==> src/shared/cfl_defs.svh <==
`ifndef CFL_DEFS_SVH
`define CFL_DEFS_SVH

`define CFL_OFS_ID_LOW 4'h0
`define CFL_OFS_SCRATCH 4'h4
`define CFL_OFS_BOARD 4'h8
`define CFL_OFS_ID_HIGH 4'hc
`define CFL_SCRATCH_RST 32'h00000000
`define CFL_BOARD_RST 32'h0e787fc0
`define CFL_ID_LOW_VAL 32'h5a5a0001
`define CFL_ID_HIGH_VAL 32'h5a5a0002
`define CFL_BIT_LOCAL_RST 0
`define CFL_BIT_BOARD_RST 1
`define CFL_BIT_RECONF_RST 2
`define CFL_SW_POS_LO 3
`define CFL_SW_POS_HI 5
`define CFL_SEL_LO 6
`define CFL_SEL_HI 8
`define CFL_BIT_OVERRIDE 9
`define CFL_BIT_OSC_SLOW 10
`define CFL_BIT_OSC_FAST 11
`define CFL_BIT_OSC_GATE 12
`define CFL_RW_MASK 32'h01ffffc0
`define CFL_PULSE_NS 200
`define CFL_PULSE_CYC ((`CFL_PULSE_NS + 7) / 8)
`define CFL_DCLK_DIV 4'h4
`define CFL_IMAGE_BYTES 24'h000100
`define CFL_PAGE_ADDR_BITS 21

`endif

==> src/shared/cfl_pkg.sv <==
`default_nettype none
package cfl_pkg;
   typedef enum logic [3:0]
   {
      CFL_IDLE = 4'b0001,
      CFL_FETCH = 4'b0010,
      CFL_SHIFT = 4'b0100,
      CFL_DONE = 4'b1000
   } cfl_state_t;
endpackage
`default_nettype wire

==> src/logic/cfl_serializer.sv <==
`timescale 1ns/1ns
`default_nettype none
`include "cfl_defs.svh"

module cfl_serializer
(
   input wire logic core_clk_i,
   input wire logic rst_n_i,
   input wire logic start_i,
   input wire logic enable_i,
   input wire logic [2:0] page_i,
   input wire logic [7:0] flash_data_i,
   output logic [23:0] flash_addr_o,
   output logic flash_oe_n_o,
   output logic dclk_o,
   output logic data0_o,
   output logic done_o
);
   cfl_pkg::cfl_state_t state_r, state_nxt;
   logic [3:0] div_r, div_nxt;
   logic [2:0] bit_r, bit_nxt;
   logic [7:0] shift_r, shift_nxt;
   logic [23:0] cnt_r, cnt_nxt;
   logic [2:0] page_r, page_nxt;
   logic dclk_r, dclk_nxt;
   logic tick;

   // -------------------------------------------------------------------------
   // Divided configuration clock and byte serializer.
   // -------------------------------------------------------------------------
   assign tick = (div_r == `CFL_DCLK_DIV - 4'h1);

   always_comb
   begin
      state_nxt = state_r;
      div_nxt = tick ? 4'h0 : div_r + 4'h1;
      bit_nxt = bit_r;
      shift_nxt = shift_r;
      cnt_nxt = cnt_r;
      page_nxt = page_r;
      dclk_nxt = dclk_r;
      unique case (state_r)
         cfl_pkg::CFL_IDLE:
         begin
            dclk_nxt = 1'b0;
            if (start_i && enable_i)
            begin
               state_nxt = cfl_pkg::CFL_FETCH;
               cnt_nxt = 24'h000000;
               page_nxt = page_i;
            end
         end
         cfl_pkg::CFL_FETCH:
         begin
            shift_nxt = flash_data_i;
            bit_nxt = 3'h0;
            state_nxt = cfl_pkg::CFL_SHIFT;
         end
         cfl_pkg::CFL_SHIFT:
         begin
            if (tick)
            begin
               dclk_nxt = ~dclk_r;
               if (dclk_r)
               begin
                  shift_nxt = {1'b0, shift_r[7:1]};
                  bit_nxt = bit_r + 3'h1;
                  if (bit_r == 3'h7)
                  begin
                     cnt_nxt = cnt_r + 24'h000001;
                     state_nxt = (cnt_r == `CFL_IMAGE_BYTES - 24'h000001) ? cfl_pkg::CFL_DONE
                                                                        : cfl_pkg::CFL_FETCH;
                  end
               end
            end
         end
         cfl_pkg::CFL_DONE:
         begin
            dclk_nxt = 1'b0;
         end
      endcase
      if (!enable_i)
      begin
         state_nxt = cfl_pkg::CFL_IDLE;
      end
   end

   always_ff @(posedge core_clk_i or negedge rst_n_i)
   begin
      if (!rst_n_i)
      begin
         state_r <= cfl_pkg::CFL_IDLE;
         div_r <= 4'h0;
         bit_r <= 3'h0;
         shift_r <= 8'h00;
         cnt_r <= 24'h000000;
         page_r <= 3'h0;
         dclk_r <= 1'b0;
      end
      else
      begin
         state_r <= state_nxt;
         div_r <= div_nxt;
         bit_r <= bit_nxt;
         shift_r <= shift_nxt;
         cnt_r <= cnt_nxt;
         page_r <= page_nxt;
         dclk_r <= dclk_nxt;
      end
   end

   // The top registers address and enable once more, so they are taken from the next state.
   // That way the flash byte is already on the bus during the fetch cycle that samples it.
   assign flash_addr_o = {page_nxt, cnt_nxt[`CFL_PAGE_ADDR_BITS-1:0]};
   assign flash_oe_n_o = (state_nxt == cfl_pkg::CFL_IDLE) || (state_nxt == cfl_pkg::CFL_DONE);
   assign dclk_o = dclk_r;
   assign data0_o = shift_r[0];
   assign done_o = (state_r == cfl_pkg::CFL_DONE);

   cfl_sync_cover_a: cover property (@(posedge core_clk_i) disable iff (!rst_n_i)
      state_r == cfl_pkg::CFL_SHIFT ##1 state_r == cfl_pkg::CFL_FETCH);
endmodule
`default_nettype wire

==> src/logic/cfl_top.sv <==
// Summary of operation
// - Four 32-bit registers at 0x0, 0x4, 0x8, 0xC.
// - Buttons restore all register defaults.
// - Board control word resets to 0x0e787fc0.
// - Bit 0 zero pulses local reset only.
// - Bit 1 zero pulses local and board reset.
// - Bit 2 resets and reloads the FPGA.
// - Bits 5:3 show live rotary switch.
// - Bits 8:6 hold software image page.
// - Bit 9 picks software or switch page.
// - Bit 10 enables slow oscillator, gated.
// - Bit 11 enables fast oscillator, gated.
// - Bit 12 one forces both oscillator enables.
// - Configure only while enable switch reads one.
// - Flash bytes shifted out serially to FPGA.
// - Generate configuration clock and flash addressing.
`timescale 1ns/1ns
`default_nettype none
`include "cfl_defs.svh"

module cfl_top
(
   input wire logic core_clk_i,
   input wire logic arst_n_i,
   input wire logic psel,
   input wire logic penable,
   input wire logic pwrite,
   input wire logic [31:0] paddr,
   input wire logic [31:0] pwdata,
   output logic [31:0] prdata,
   output logic pready,
   output logic pslverr,
   input wire logic board_reset_btn_n_i,
   input wire logic config_btn_a_n_i,
   input wire logic config_btn_b_n_i,
   input wire logic [2:0] image_rotary_switch_i,
   input wire logic controller_enable_switch_i,
   input wire logic [7:0] flash_data_i,
   output logic [23:0] flash_addr_o,
   output logic flash_oe_n_o,
   output logic dclk_o,
   output logic data0_o,
   output logic config_done_o,
   output logic board_reset_n_o,
   output logic board_reset_oe_n_o,
   output logic osc_slow_en_o,
   output logic osc_fast_en_o
);
   // -------------------------------------------------------------------------
   // Reset release and button reset.
   // -------------------------------------------------------------------------
   logic [1:0] rst_sync_r;
   logic rst_n;
   logic btn_any;
   logic local_rst_n;

   always_ff @(posedge core_clk_i or negedge arst_n_i)
   begin
      if (!arst_n_i)
      begin
         rst_sync_r <= 2'b00;
      end
      else
      begin
         rst_sync_r <= {rst_sync_r[0], 1'b1};
      end
   end
   assign rst_n = rst_sync_r[1];
   assign btn_any = !board_reset_btn_n_i || !config_btn_a_n_i || !config_btn_b_n_i;

   // -------------------------------------------------------------------------
   // Register file and APB slave.
   // -------------------------------------------------------------------------
   logic [31:0] scratch_r, scratch_nxt;
   logic [31:0] board_r, board_nxt;
   logic [31:0] prdata_r, prdata_nxt;
   logic pready_r, pready_nxt;
   logic pslverr_r, pslverr_nxt;
   logic [7:0] pulse_cnt_r, pulse_cnt_nxt;
   logic board_pulse_r, board_pulse_nxt;
   logic reconf_req_r, reconf_req_nxt;
   logic osc_slow_r, osc_slow_nxt;
   logic osc_fast_r, osc_fast_nxt;
   logic bdr_n_r, bdr_n_nxt;
   logic access;
   logic wr_board;
   logic [3:0] ofs;
   logic [31:0] live_board;
   logic mapped;

   assign access = psel && penable && !pready_r;
   assign ofs = paddr[3:0];
   assign mapped = (paddr[31:4] == 28'h0000000) && (ofs[1:0] == 2'b00);
   assign wr_board = access && pwrite && mapped && (ofs == `CFL_OFS_BOARD);
   assign live_board = {board_r[31:6], image_rotary_switch_i, 3'h0};

   always_comb
   begin
      scratch_nxt = scratch_r;
      board_nxt = board_r;
      prdata_nxt = prdata_r;
      pready_nxt = 1'b0;
      pslverr_nxt = 1'b0;
      pulse_cnt_nxt = (pulse_cnt_r != 8'h00) ? pulse_cnt_r - 8'h01 : 8'h00;
      board_pulse_nxt = board_pulse_r && (pulse_cnt_r != 8'h00);
      reconf_req_nxt = 1'b0;
      if (access)
      begin
         pready_nxt = 1'b1;
         pslverr_nxt = !mapped;
         if (pwrite && mapped)
         begin
            if (ofs == `CFL_OFS_SCRATCH)
            begin
               scratch_nxt = pwdata;
            end
            if (ofs == `CFL_OFS_BOARD)
            begin
               board_nxt = (board_r & ~`CFL_RW_MASK) | (pwdata & `CFL_RW_MASK);
            end
         end
         else if (mapped)
         begin
            unique case (ofs)
               `CFL_OFS_ID_LOW: prdata_nxt = `CFL_ID_LOW_VAL;
               `CFL_OFS_SCRATCH: prdata_nxt = scratch_r;
               `CFL_OFS_BOARD: prdata_nxt = live_board;
               default: prdata_nxt = `CFL_ID_HIGH_VAL;
            endcase
         end
         else
         begin
            prdata_nxt = 32'h00000000;
         end
      end
      if (wr_board && !pwdata[`CFL_BIT_LOCAL_RST])
      begin
         pulse_cnt_nxt = 8'(`CFL_PULSE_CYC);
      end
      if (wr_board && !pwdata[`CFL_BIT_BOARD_RST])
      begin
         pulse_cnt_nxt = 8'(`CFL_PULSE_CYC);
         board_pulse_nxt = 1'b1;
      end
      if (wr_board && !pwdata[`CFL_BIT_RECONF_RST])
      begin
         pulse_cnt_nxt = 8'(`CFL_PULSE_CYC);
         reconf_req_nxt = 1'b1;
      end
      osc_slow_nxt = board_r[`CFL_BIT_OSC_GATE] || board_r[`CFL_BIT_OSC_SLOW];
      osc_fast_nxt = board_r[`CFL_BIT_OSC_GATE] || board_r[`CFL_BIT_OSC_FAST];
      bdr_n_nxt = !(board_pulse_nxt);
   end

   // Reconfigure request survives the local pulse, which would otherwise swallow it.
   logic reconf_pend_r, reconf_pend_nxt;
   logic [2:0] page_sel;
   logic ser_start;
   assign page_sel = board_r[`CFL_BIT_OVERRIDE] ? image_rotary_switch_i
                                                : board_r[`CFL_SEL_HI:`CFL_SEL_LO];
   assign ser_start = reconf_pend_r && (pulse_cnt_r == 8'h00);
   assign local_rst_n = rst_n && (pulse_cnt_r == 8'h00);

   always_comb
   begin
      reconf_pend_nxt = reconf_pend_r;
      if (reconf_req_r)
      begin
         reconf_pend_nxt = 1'b1;
      end
      else if (ser_start)
      begin
         reconf_pend_nxt = 1'b0;
      end
   end

   always_ff @(posedge core_clk_i or negedge rst_n)
   begin
      if (!rst_n)
      begin
         scratch_r <= `CFL_SCRATCH_RST;
         board_r <= `CFL_BOARD_RST;
         prdata_r <= 32'h00000000;
         pready_r <= 1'b0;
         pslverr_r <= 1'b0;
         pulse_cnt_r <= 8'h00;
         board_pulse_r <= 1'b0;
         reconf_req_r <= 1'b0;
         reconf_pend_r <= 1'b1;
         osc_slow_r <= 1'b1;
         osc_fast_r <= 1'b1;
         bdr_n_r <= 1'b1;
      end
      else if (btn_any)
      begin
         scratch_r <= `CFL_SCRATCH_RST;
         board_r <= `CFL_BOARD_RST;
         prdata_r <= 32'h00000000;
         pready_r <= 1'b0;
         pslverr_r <= 1'b0;
         pulse_cnt_r <= 8'h00;
         board_pulse_r <= 1'b0;
         reconf_req_r <= 1'b0;
         reconf_pend_r <= 1'b1;
         osc_slow_r <= 1'b1;
         osc_fast_r <= 1'b1;
         bdr_n_r <= 1'b1;
      end
      else
      begin
         scratch_r <= scratch_nxt;
         board_r <= board_nxt;
         prdata_r <= prdata_nxt;
         pready_r <= pready_nxt;
         pslverr_r <= pslverr_nxt;
         pulse_cnt_r <= pulse_cnt_nxt;
         board_pulse_r <= board_pulse_nxt;
         reconf_req_r <= reconf_req_nxt;
         reconf_pend_r <= reconf_pend_nxt;
         osc_slow_r <= osc_slow_nxt;
         osc_fast_r <= osc_fast_nxt;
         bdr_n_r <= bdr_n_nxt;
      end
   end

   assign prdata = prdata_r;
   assign pready = pready_r;
   assign pslverr = pslverr_r;
   assign board_reset_n_o = bdr_n_r;
   assign board_reset_oe_n_o = bdr_n_r;
   assign osc_slow_en_o = osc_slow_r;
   assign osc_fast_en_o = osc_fast_r;

   // -------------------------------------------------------------------------
   // Flash loading engine, held in reset by the local pulse.
   // -------------------------------------------------------------------------
   logic [23:0] ser_addr;
   logic ser_oe_n, ser_dclk, ser_data, ser_done;
   logic [23:0] faddr_r;
   logic foe_n_r, dclk_r, data_r, done_r;

   cfl_serializer u_ser
   (
      .core_clk_i(core_clk_i),
      .rst_n_i(local_rst_n),
      .start_i(ser_start),
      .enable_i(controller_enable_switch_i),
      .page_i(page_sel),
      .flash_data_i(flash_data_i),
      .flash_addr_o(ser_addr),
      .flash_oe_n_o(ser_oe_n),
      .dclk_o(ser_dclk),
      .data0_o(ser_data),
      .done_o(ser_done)
   );

   // Registered again so every pin leaves from a flop; the extra cycle is harmless to the divided clock.
   always_ff @(posedge core_clk_i or negedge rst_n)
   begin
      if (!rst_n)
      begin
         faddr_r <= 24'h000000;
         foe_n_r <= 1'b1;
         dclk_r <= 1'b0;
         data_r <= 1'b0;
         done_r <= 1'b0;
      end
      else
      begin
         faddr_r <= ser_addr;
         foe_n_r <= ser_oe_n;
         dclk_r <= ser_dclk;
         data_r <= ser_data;
         done_r <= ser_done;
      end
   end
   assign flash_addr_o = faddr_r;
   assign flash_oe_n_o = foe_n_r;
   assign dclk_o = dclk_r;
   assign data0_o = data_r;
   assign config_done_o = done_r;

   // -------------------------------------------------------------------------
   // Checks.
   // -------------------------------------------------------------------------
   osc_gate_force_a: assert property (@(posedge core_clk_i) disable iff (!rst_n || btn_any)
      $past(board_r[`CFL_BIT_OSC_GATE]) && !$past(btn_any) |-> osc_slow_r && osc_fast_r)
      else $error("Gate bit did not force oscillators on.");
   osc_slow_follow_a: assert property (@(posedge core_clk_i) disable iff (!rst_n || btn_any)
      !$past(board_r[`CFL_BIT_OSC_GATE]) && !$past(btn_any) |-> osc_slow_r == $past(board_r[`CFL_BIT_OSC_SLOW]))
      else $error("Slow oscillator enable mismatch.");
   osc_fast_follow_a: assert property (@(posedge core_clk_i) disable iff (!rst_n || btn_any)
      !$past(board_r[`CFL_BIT_OSC_GATE]) && !$past(btn_any) |-> osc_fast_r == $past(board_r[`CFL_BIT_OSC_FAST]))
      else $error("Fast oscillator enable mismatch.");
   board_pulse_out_a: assert property (@(posedge core_clk_i) disable iff (!rst_n || btn_any)
      wr_board && !pwdata[`CFL_BIT_BOARD_RST] |-> ##2 !board_reset_n_o && !local_rst_n)
      else $error("Board reset pulse missing.");
   local_only_a: assert property (@(posedge core_clk_i) disable iff (!rst_n || btn_any)
      wr_board && !pwdata[`CFL_BIT_LOCAL_RST] && pwdata[`CFL_BIT_BOARD_RST] && !board_pulse_r
      |-> ##1 !local_rst_n ##1 board_reset_n_o)
      else $error("Local reset pulse wrong.");
   reconf_start_a: assert property (@(posedge core_clk_i) disable iff (!rst_n || btn_any)
      wr_board && !pwdata[`CFL_BIT_RECONF_RST] |-> ##[1:40] ser_start)
      else $error("Reconfiguration did not start.");
   id_read_a: assert property (@(posedge core_clk_i) disable iff (!rst_n || btn_any)
      access && !pwrite && paddr == 32'h00000000 |=> prdata == `CFL_ID_LOW_VAL)
      else $error("Identity word wrong.");
   switch_read_a: assert property (@(posedge core_clk_i) disable iff (!rst_n || btn_any)
      access && !pwrite && paddr == 32'h00000008 |=> prdata[5:3] == $past(image_rotary_switch_i))
      else $error("Switch field not live.");
   button_default_a: assert property (@(posedge core_clk_i) disable iff (!rst_n)
      btn_any |=> board_r == `CFL_BOARD_RST && scratch_r == `CFL_SCRATCH_RST)
      else $error("Button did not restore defaults.");
   page_pick_a: assert property (@(posedge core_clk_i) disable iff (!rst_n)
      !board_r[`CFL_BIT_OVERRIDE] |-> page_sel == board_r[8:6])
      else $error("Software page not selected.");
   disable_a: assert property (@(posedge core_clk_i) disable iff (!rst_n)
      !controller_enable_switch_i [*3] |-> flash_oe_n_o)
      else $error("Loader ran while disabled.");

   wr_board_c: cover property (@(posedge core_clk_i) disable iff (!rst_n) wr_board);
   reconf_c: cover property (@(posedge core_clk_i) disable iff (!rst_n) ser_start);
   done_c: cover property (@(posedge core_clk_i) disable iff (!rst_n) config_done_o);
endmodule
`default_nettype wire

==> config.mk <==
export PLATFORM = sky130hd
export DESIGN_NAME = cfl_top
export DESIGN_NICKNAME = d
export VERILOG_FILES = /design/src/shared/cfl_pkg.sv /design/src/logic/cfl_serializer.sv /design/src/logic/cfl_top.sv
export VERILOG_INCLUDE_DIRS = /design/src /design/src/shared
export SDC_FILE = /design/constraint.sdc
export NUM_CORES = 1
export LEC_CHECK = 0
export ABC_AREA = 1
export BUFFER_PORTS_ARGS = -buffer_cell sky130_fd_sc_hd__buf_2
export CORE_UTILIZATION = 60
export DETAILED_ROUTE_END_ITERATION = 10
export GPL_TIMING_DRIVEN = 0
export PLACE_DENSITY = 0.85
export SYNTH_ARGS = -nofsm -noshare
export SYNTH_HDL_FRONTEND = slang
export SYNTH_SLANG_ARGS = --single-unit
==> constraint.sdc <==
create_clock -name core_clk_i -period 12.43 [get_ports core_clk_i]
set_input_delay 2.486 -clock core_clk_i [delete_from_list [all_inputs] [get_ports core_clk_i]]
set_output_delay 2.486 -clock core_clk_i [all_outputs]
set_load 0.02 [all_outputs]
=== Word level (Yosys, flattened, before mapping) ===
Index checks and enable logic that the tools add are counted.

* Bits in registers: 189
* Bits of input ports: 84
* Output and inout bits: 66
* Logic and storage cells: 152

* $add $sub $neg: 4
* Eq/ne operators: 16
* Mux-type cells: 56
* Bitwise gates (word level): 2
* Reductions and logical operators: 48

{| class="wikitable"
|+ Operator list
! cell !! number
|-
| $mux W32 || 12
|-
| $mux W24 || 4
|-
| $pmux W32 S3 || 1
|-
| $mux W8 || 7
|-
| $pmux W24 S2 || 1
|-
| $or A32 B25 Y32 || 1
|-
| $logic_not A28 Y1 || 1
|-
| $mux W4 || 7
|-
| $add A24 B1 Y24 const B || 1
|-
| $eq A24 B8 Y1 const B || 1
|-
| $pmux W8 S2 || 1
|-
| $mux W1 || 15
|-
| $mux W3 || 5
|-
| $logic_and A1 B1 Y1 || 14
|-
| $reduce_bool A2 Y1 || 7
|-
| $eq A4 B4 Y1 const B || 3
|-
| $pmux W4 S3 || 1
|-
| $logic_not A1 Y1 || 9
|-
| $reduce_and A3 Y1 || 3
|-
| $eq A4 B1 Y1 const B || 2
|-
| $eq A4 B2 Y1 const B || 2
|-
| $eq A4 B3 Y1 const B || 2
|-
| $logic_not A8 Y1 || 1
|-
| $ne A2 B1 Y1 const B || 4
|-
| other kinds (16) || 21
|}

=== Depth between registers and ports, before layout ===
* Word-level depth: 10
* Mapped depth: 13
* Mapped depth without buffers: 13

=== By module ===
A second synthesis with hierarchy kept.

* Cell total of the unflattened synthesis: 1104
* Area, all modules: 8991.1 um^2

{| class="wikitable"
|+ By module, submodules not included
! module !! times used !! cells an instance !! area each (um^2) !! sequential area each (um^2)
|-
| cfl_top || 1 || 713 || 5848.1 || 3276.9
|-
| cfl_serializer || 1 || 391 || 3143.0 || 1177.4
|}

=== Worst setup path after synthesis ===
OpenSTA, ideal clock, no wires.

* Path kind: input to register
* From: input port paddr[1]
* To: register scratch_r[10]
* Setup time: 0.117 ns
* Arrival: 3.602 ns
* Required time: 12.313 ns
* Path slack: 8.711 ns
* Cell stages on the path: 11
* Buffers on the path: 1
* Cells stage by stage: nor2_2 inv_2 nor2_2 nand2_2 nor2_8 nand2_2 nand2_1 nand3_1 buf_2 nand2_1 nand2_1

* Cells in the longest elaborated chain, start to end: 5
* Elaborated cells between the ends (all ways): 7
* Those cells by class: eq/ne: 1; reduce/logical: 6

{| class="wikitable"
|+ Ends and longest elaborated chain
! element !! RTL line !! RTL
|-
| start: declaration || cfl_top.sv:28 || <nowiki>input wire logic [31:0] paddr,</nowiki>
|-
| $logic_not A2 Y1 || cfl_top.sv:93 || <nowiki>assign mapped = (paddr[31:4] == 28'h0000000) && (ofs[1:0] == 2'b00);</nowiki>
|-
| $logic_and A1 B1 Y1 || cfl_top.sv:93 ||
|-
| $logic_and A1 B1 Y1 || cfl_top.sv:111 || <nowiki>if (pwrite && mapped)</nowiki>
|-
| $reduce_bool A2 Y1 (no line) || -- ||
|-
| $reduce_and A3 Y1 (no line) * || -- ||
|-
| end signal: assignment || cfl_top.sv:181 || <nowiki>scratch_r <= `CFL_SCRATCH_RST;</nowiki>
|-
| end signal: assignment || cfl_top.sv:196 || <nowiki>scratch_r <= `CFL_SCRATCH_RST;</nowiki>
|-
| end signal: assignment || cfl_top.sv:211 || <nowiki>scratch_r <= scratch_nxt;</nowiki>
|-
| end: declaration || cfl_top.sv:74 || <nowiki>logic [31:0] scratch_r, scratch_nxt;</nowiki>
|}

Every way passes the cells marked *; elsewhere a longest branch is shown, timed or not.
A chain may end at the register's enable or synchronous reset.

=== Final worst setup path ===
* From: input port paddr[1]
* To: register prdata_r[24] (netlist: prdata[24])

* Cells in the longest elaborated chain, start to end: 6
* Elaborated cells between the ends (all ways): 13
* Those cells by class: eq/ne: 3; mux: 5; reduce/logical: 5

{| class="wikitable"
|+ Ends and longest elaborated chain
! element !! RTL line !! RTL
|-
| $eq A4 B4 Y1, or another cell as far along || cfl_top.sv:124 || <nowiki>unique case (ofs)</nowiki>
|-
| $pmux W32 S3 or $logic_and A1 B1 Y1 (tied branches) || cfl_top.sv:124, cfl_top.sv:93 ||
|-
| $mux W32 || cfl_top.sv:122 || <nowiki>else if (mapped)</nowiki>
|-
| $mux W32 || cfl_top.sv:111 ||
|-
| $mux W32 || cfl_top.sv:107 || <nowiki>if (access)</nowiki>
|-
| $mux W32 || cfl_top.sv:194 || <nowiki>else if (btn_any)</nowiki>
|-
| end signal: assignment || cfl_top.sv:213 || <nowiki>prdata_r <= prdata_nxt;</nowiki>
|-
| end: declaration || cfl_top.sv:76 || <nowiki>logic [31:0] prdata_r, prdata_nxt;</nowiki>
|}

Parallel ways exist; a longest one is shown, timed or not. The select of a mux whose other input is x is not followed.

==> flow_metrics.env <==
export IMPL_setup_viol=0
export IMPL_slew_viol_final=0
export IMPL_avgSynthCellArea_um2=8.57
export IMPL_wl_per_cell_um=16.1
export IMPL_vias_per_cell=5.58
export IMPL_firstDrtPassIters=7
export IMPL_finalSetupTns_ns=0
export IMPL_synth_fp_nets=1019
export IMPL_clkLatencyLatePin_ns=0.44
export IMPL_fin_crit_sh_pct=30.1
export IMPL_multi_input_area_um2=3030
export IMPL_skew_ns=0.0101
export IMPL_rsz0062_at_grt="no"
export IMPL_hold_violations=0
export IMPL_grt_max_degree=56
export IMPL_stdcell_area_um2=9630
export IMPL_die_w_um=117
export IMPL_maxCapViolCount=0
export IMPL_cts_buffers=17
export IMPL_p_leak_nw=5.15
export IMPL_rr_startpoint="u_ser.bit_r[0]$_DFFE_PN0P_"
export IMPL_postCtsHoldBufs=0
export IMPL_setup_worst_path_class="input port to flip-flop"
export IMPL_vdd_ir_drop_max_mv=0.100
export IMPL_endpoint_kind="flip-flop"
export IMPL_layout_common_cells="nand2_1, buf_2, dfrtp_1, nand3_1, nor2_1"
export IMPL_yosys_warnings=0
export IMPL_grt_pass1_wl_mm=33.9
export IMPL_ff2ff_path_depth=10
export IMPL_route_detailed_drc=0
export IMPL_area_growth_pct=21.0
export IMPL_start_kind="input port"
export IMPL_placed_area_um2=9000
export IMPL_cp_startpoint="paddr[1]"
export IMPL_drive_above_1_share_pct=22.0
export IMPL_clock_path_buffers=2
export IMPL_synth_area_um2=7960
export IMPL_seq_area_frac_synth_pct=56.0
export IMPL_clkTransAtPathRegs_ns=0.07
export IMPL_fin_nets=1190
export IMPL_power_w=0.00138
export IMPL_status="completed"
export IMPL_yosys_register_bits=177
export IMPL_numClockSinks=177
export IMPL_fill_cells=925
export IMPL_slew_headroom_pct=57.3
export IMPL_hold_class="flip-flop to asynchronous set/reset pin"
export IMPL_clockRootBuffer="clkbuf_16"
export IMPL_die_area_um2=13700
export IMPL_max_freq_mhz=267
export IMPL_postLayoutCoreUtil_pct=75.4
export IMPL_hpwl_mm=14.2
export IMPL_rows=41
export IMPL_overflow=0
export IMPL_tightest_slew_ns=0.641
export IMPL_pin_count=150
export IMPL_min_period_ns=3.74
export IMPL_vias=7178
export IMPL_gp_congestion=0.937
export IMPL_drt_iter0_drc=549
export IMPL_h_tree_depth=4
export IMPL_seq_area_um2=4460
export IMPL_wl_mm=20.8
export IMPL_r2r_end="u_ser.cnt_r[15]$_DFF_PN0_"
export IMPL_ctsResizeCount=0
export IMPL_syn_inst=929
export IMPL_post_cts_repair_setup_buffers=0
export IMPL_grt_pass1_vias=7095
export IMPL_ff2ff_setup_slack_ns=10.15
export IMPL_antenna_left=0
export IMPL_core_area_um2=12800
export IMPL_crit_path_max_fanout=10
export IMPL_initial_utilization_pct=62.3
export IMPL_ys_types=40
export IMPL_antenna_found_initial=1
export IMPL_port_buffers=149
export IMPL_fp_dieH_um=117
export IMPL_crit_arrival_ns=4.11
export IMPL_powerDensity_nw_per_um2=144
export IMPL_cp_data_required_time_ns=12.80
export IMPL_grtUsageTotal_pct=32.8
export IMPL_mostFrequentLayoutCell="nand2_1"
export IMPL_cts_tree="yes"
## power breakdown
group | internal [W] | leakage (nW) | switching, W
Combinational | 0.0000571 | 2.47 | 0.000136
Clock | 0.000342 | 0.313 | 0.000219
Sequential | 0.000612 | 2.37 | 0.0000192
## worst max-delay path: stages
cell and delay (ns):
buf_2 0.10, nor2_2 0.15, inv_2 0.08, nor3_4 0.39, clkbuf_1 0.50, nand2_1 0.12
o21ai_0 0.14, nand2_1 0.08, nand2_1 0.06
## metrics by stage
step	instances	hold WS [ns]	setup slack, ns
finish	1286	0.321	8.69
global route	1286	0.366	8.56
CTS	1285	0.339	8.73
detailed placement	1253	0.332	8.29
global placement	1250	0.335	4.26
floorplan	929	0.331	6.49
## synthesized netlist by cell type
library cell / instances / area share, %
a211o_1: 1 / 0.11
a21oi_1: 19 / 1.2
a22o_1: 14 / 1.5
a31oi_1: 2 / 0.16
buf_2: 12 / 0.75
buf_4: 3 / 0.28
buf_6: 3 / 0.42
clkbuf_1: 14 / 0.66
clkinv_1: 2 / 0.094
conb_1: 1 / 0.047
dfrtp_1: 157 / 49
dfstp_2: 20 / 6.6
ha_1: 6 / 0.94
inv_1: 78 / 3.7
inv_2: 3 / 0.14
nand2_1: 256 / 12
nand2_2: 4 / 0.31
nand3_1: 109 / 6.9
nand3_4: 1 / 0.22
nand3b_1: 2 / 0.19
nand3b_2: 1 / 0.14
nand4_1: 5 / 0.39
nand4_4: 1 / 0.27
nor2_1: 93 / 4.4
nor2_2: 6 / 0.47
nor2_4: 1 / 0.14
nor2_8: 1 / 0.25
nor3_1: 22 / 1.4
nor3_4: 2 / 0.41
nor3b_1: 1 / 0.094
nor4_1: 2 / 0.16
o211ai_1: 6 / 0.57
o21ai_0: 59 / 3.7
o21ai_1: 6 / 0.38
o21bai_1: 1 / 0.094
o22ai_1: 2 / 0.16
o41ai_1: 1 / 0.11
or2_2: 2 / 0.16
xnor2_1: 4 / 0.44
xor2_1: 6 / 0.66
## worst max path at each step
stage,end,slack (ns)
after floorplan,u_ser.bit_r[0]$_DFFE_PN0P_,6.49
after global placement,u_ser.cnt_r[17]$_DFF_PN0_,4.26
after detailed placement,prdata[14]$_DFFE_PN0P_,8.29
after CTS,prdata[14]$_DFFE_PN0P_,8.73
after global routing,scratch_r[17]$_DFFE_PN0P_,8.56
final,prdata[24]$_DFFE_PN0P_,8.69
## sequential cells by signal, indices dropped and copies added (netlist names), 2 cells and up
name,flops
u_ser.state_r,4
u_ser.bit_r,3
pulse_cnt_r,8
scratch_r,32
rst_sync_r,2
prdata,32
u_ser.page_r,3
u_ser.div_r,4
u_ser.shift_r,8
flash_addr_o,24
board_r,20
u_ser.cnt_r,24
## final cells by class
cell class	instances	share of cell area (%)
Tap cell	172	2.24
Timing Repair Buffer	152	8.45
Antenna cell	1	0.0260
Buffer	32	1.75
Sequential cell	177	46.3
Inverter	83	3.24
Clock buffer	23	5.17
Multi-Input combinational cell	637	31.5
Clock inverter	9	1.33
## per-layer routing
metal / wire [um] / part of all wire, % / global-route usage (%) / vias to the layer above
met5: 0 / 0 / 0 / -
met4: 631 / 3.0 / 15.2 / 0
met3: 1530 / 7.4 / 6.13 / 51
met2: 10500 / 51 / 55.5 / 339
met1: 8120 / 39 / 40.9 / 3433
li1: - / - / - / 3355
## cells by family (layout without fill, tap and decap cells)
group,after synthesis,in the layout,share of synthesized area (%)
simple gates,509,509,27.9
flops,177,177,56.0
buf+inv,115,299,6.04
compound gates,111,111,8.02
xor+xnor,10,10,1.10
fa+ha+maj,6,6,0.943
other cells,1,2,0.0471
Note: power is estimated with default switching activity, not from simulation.
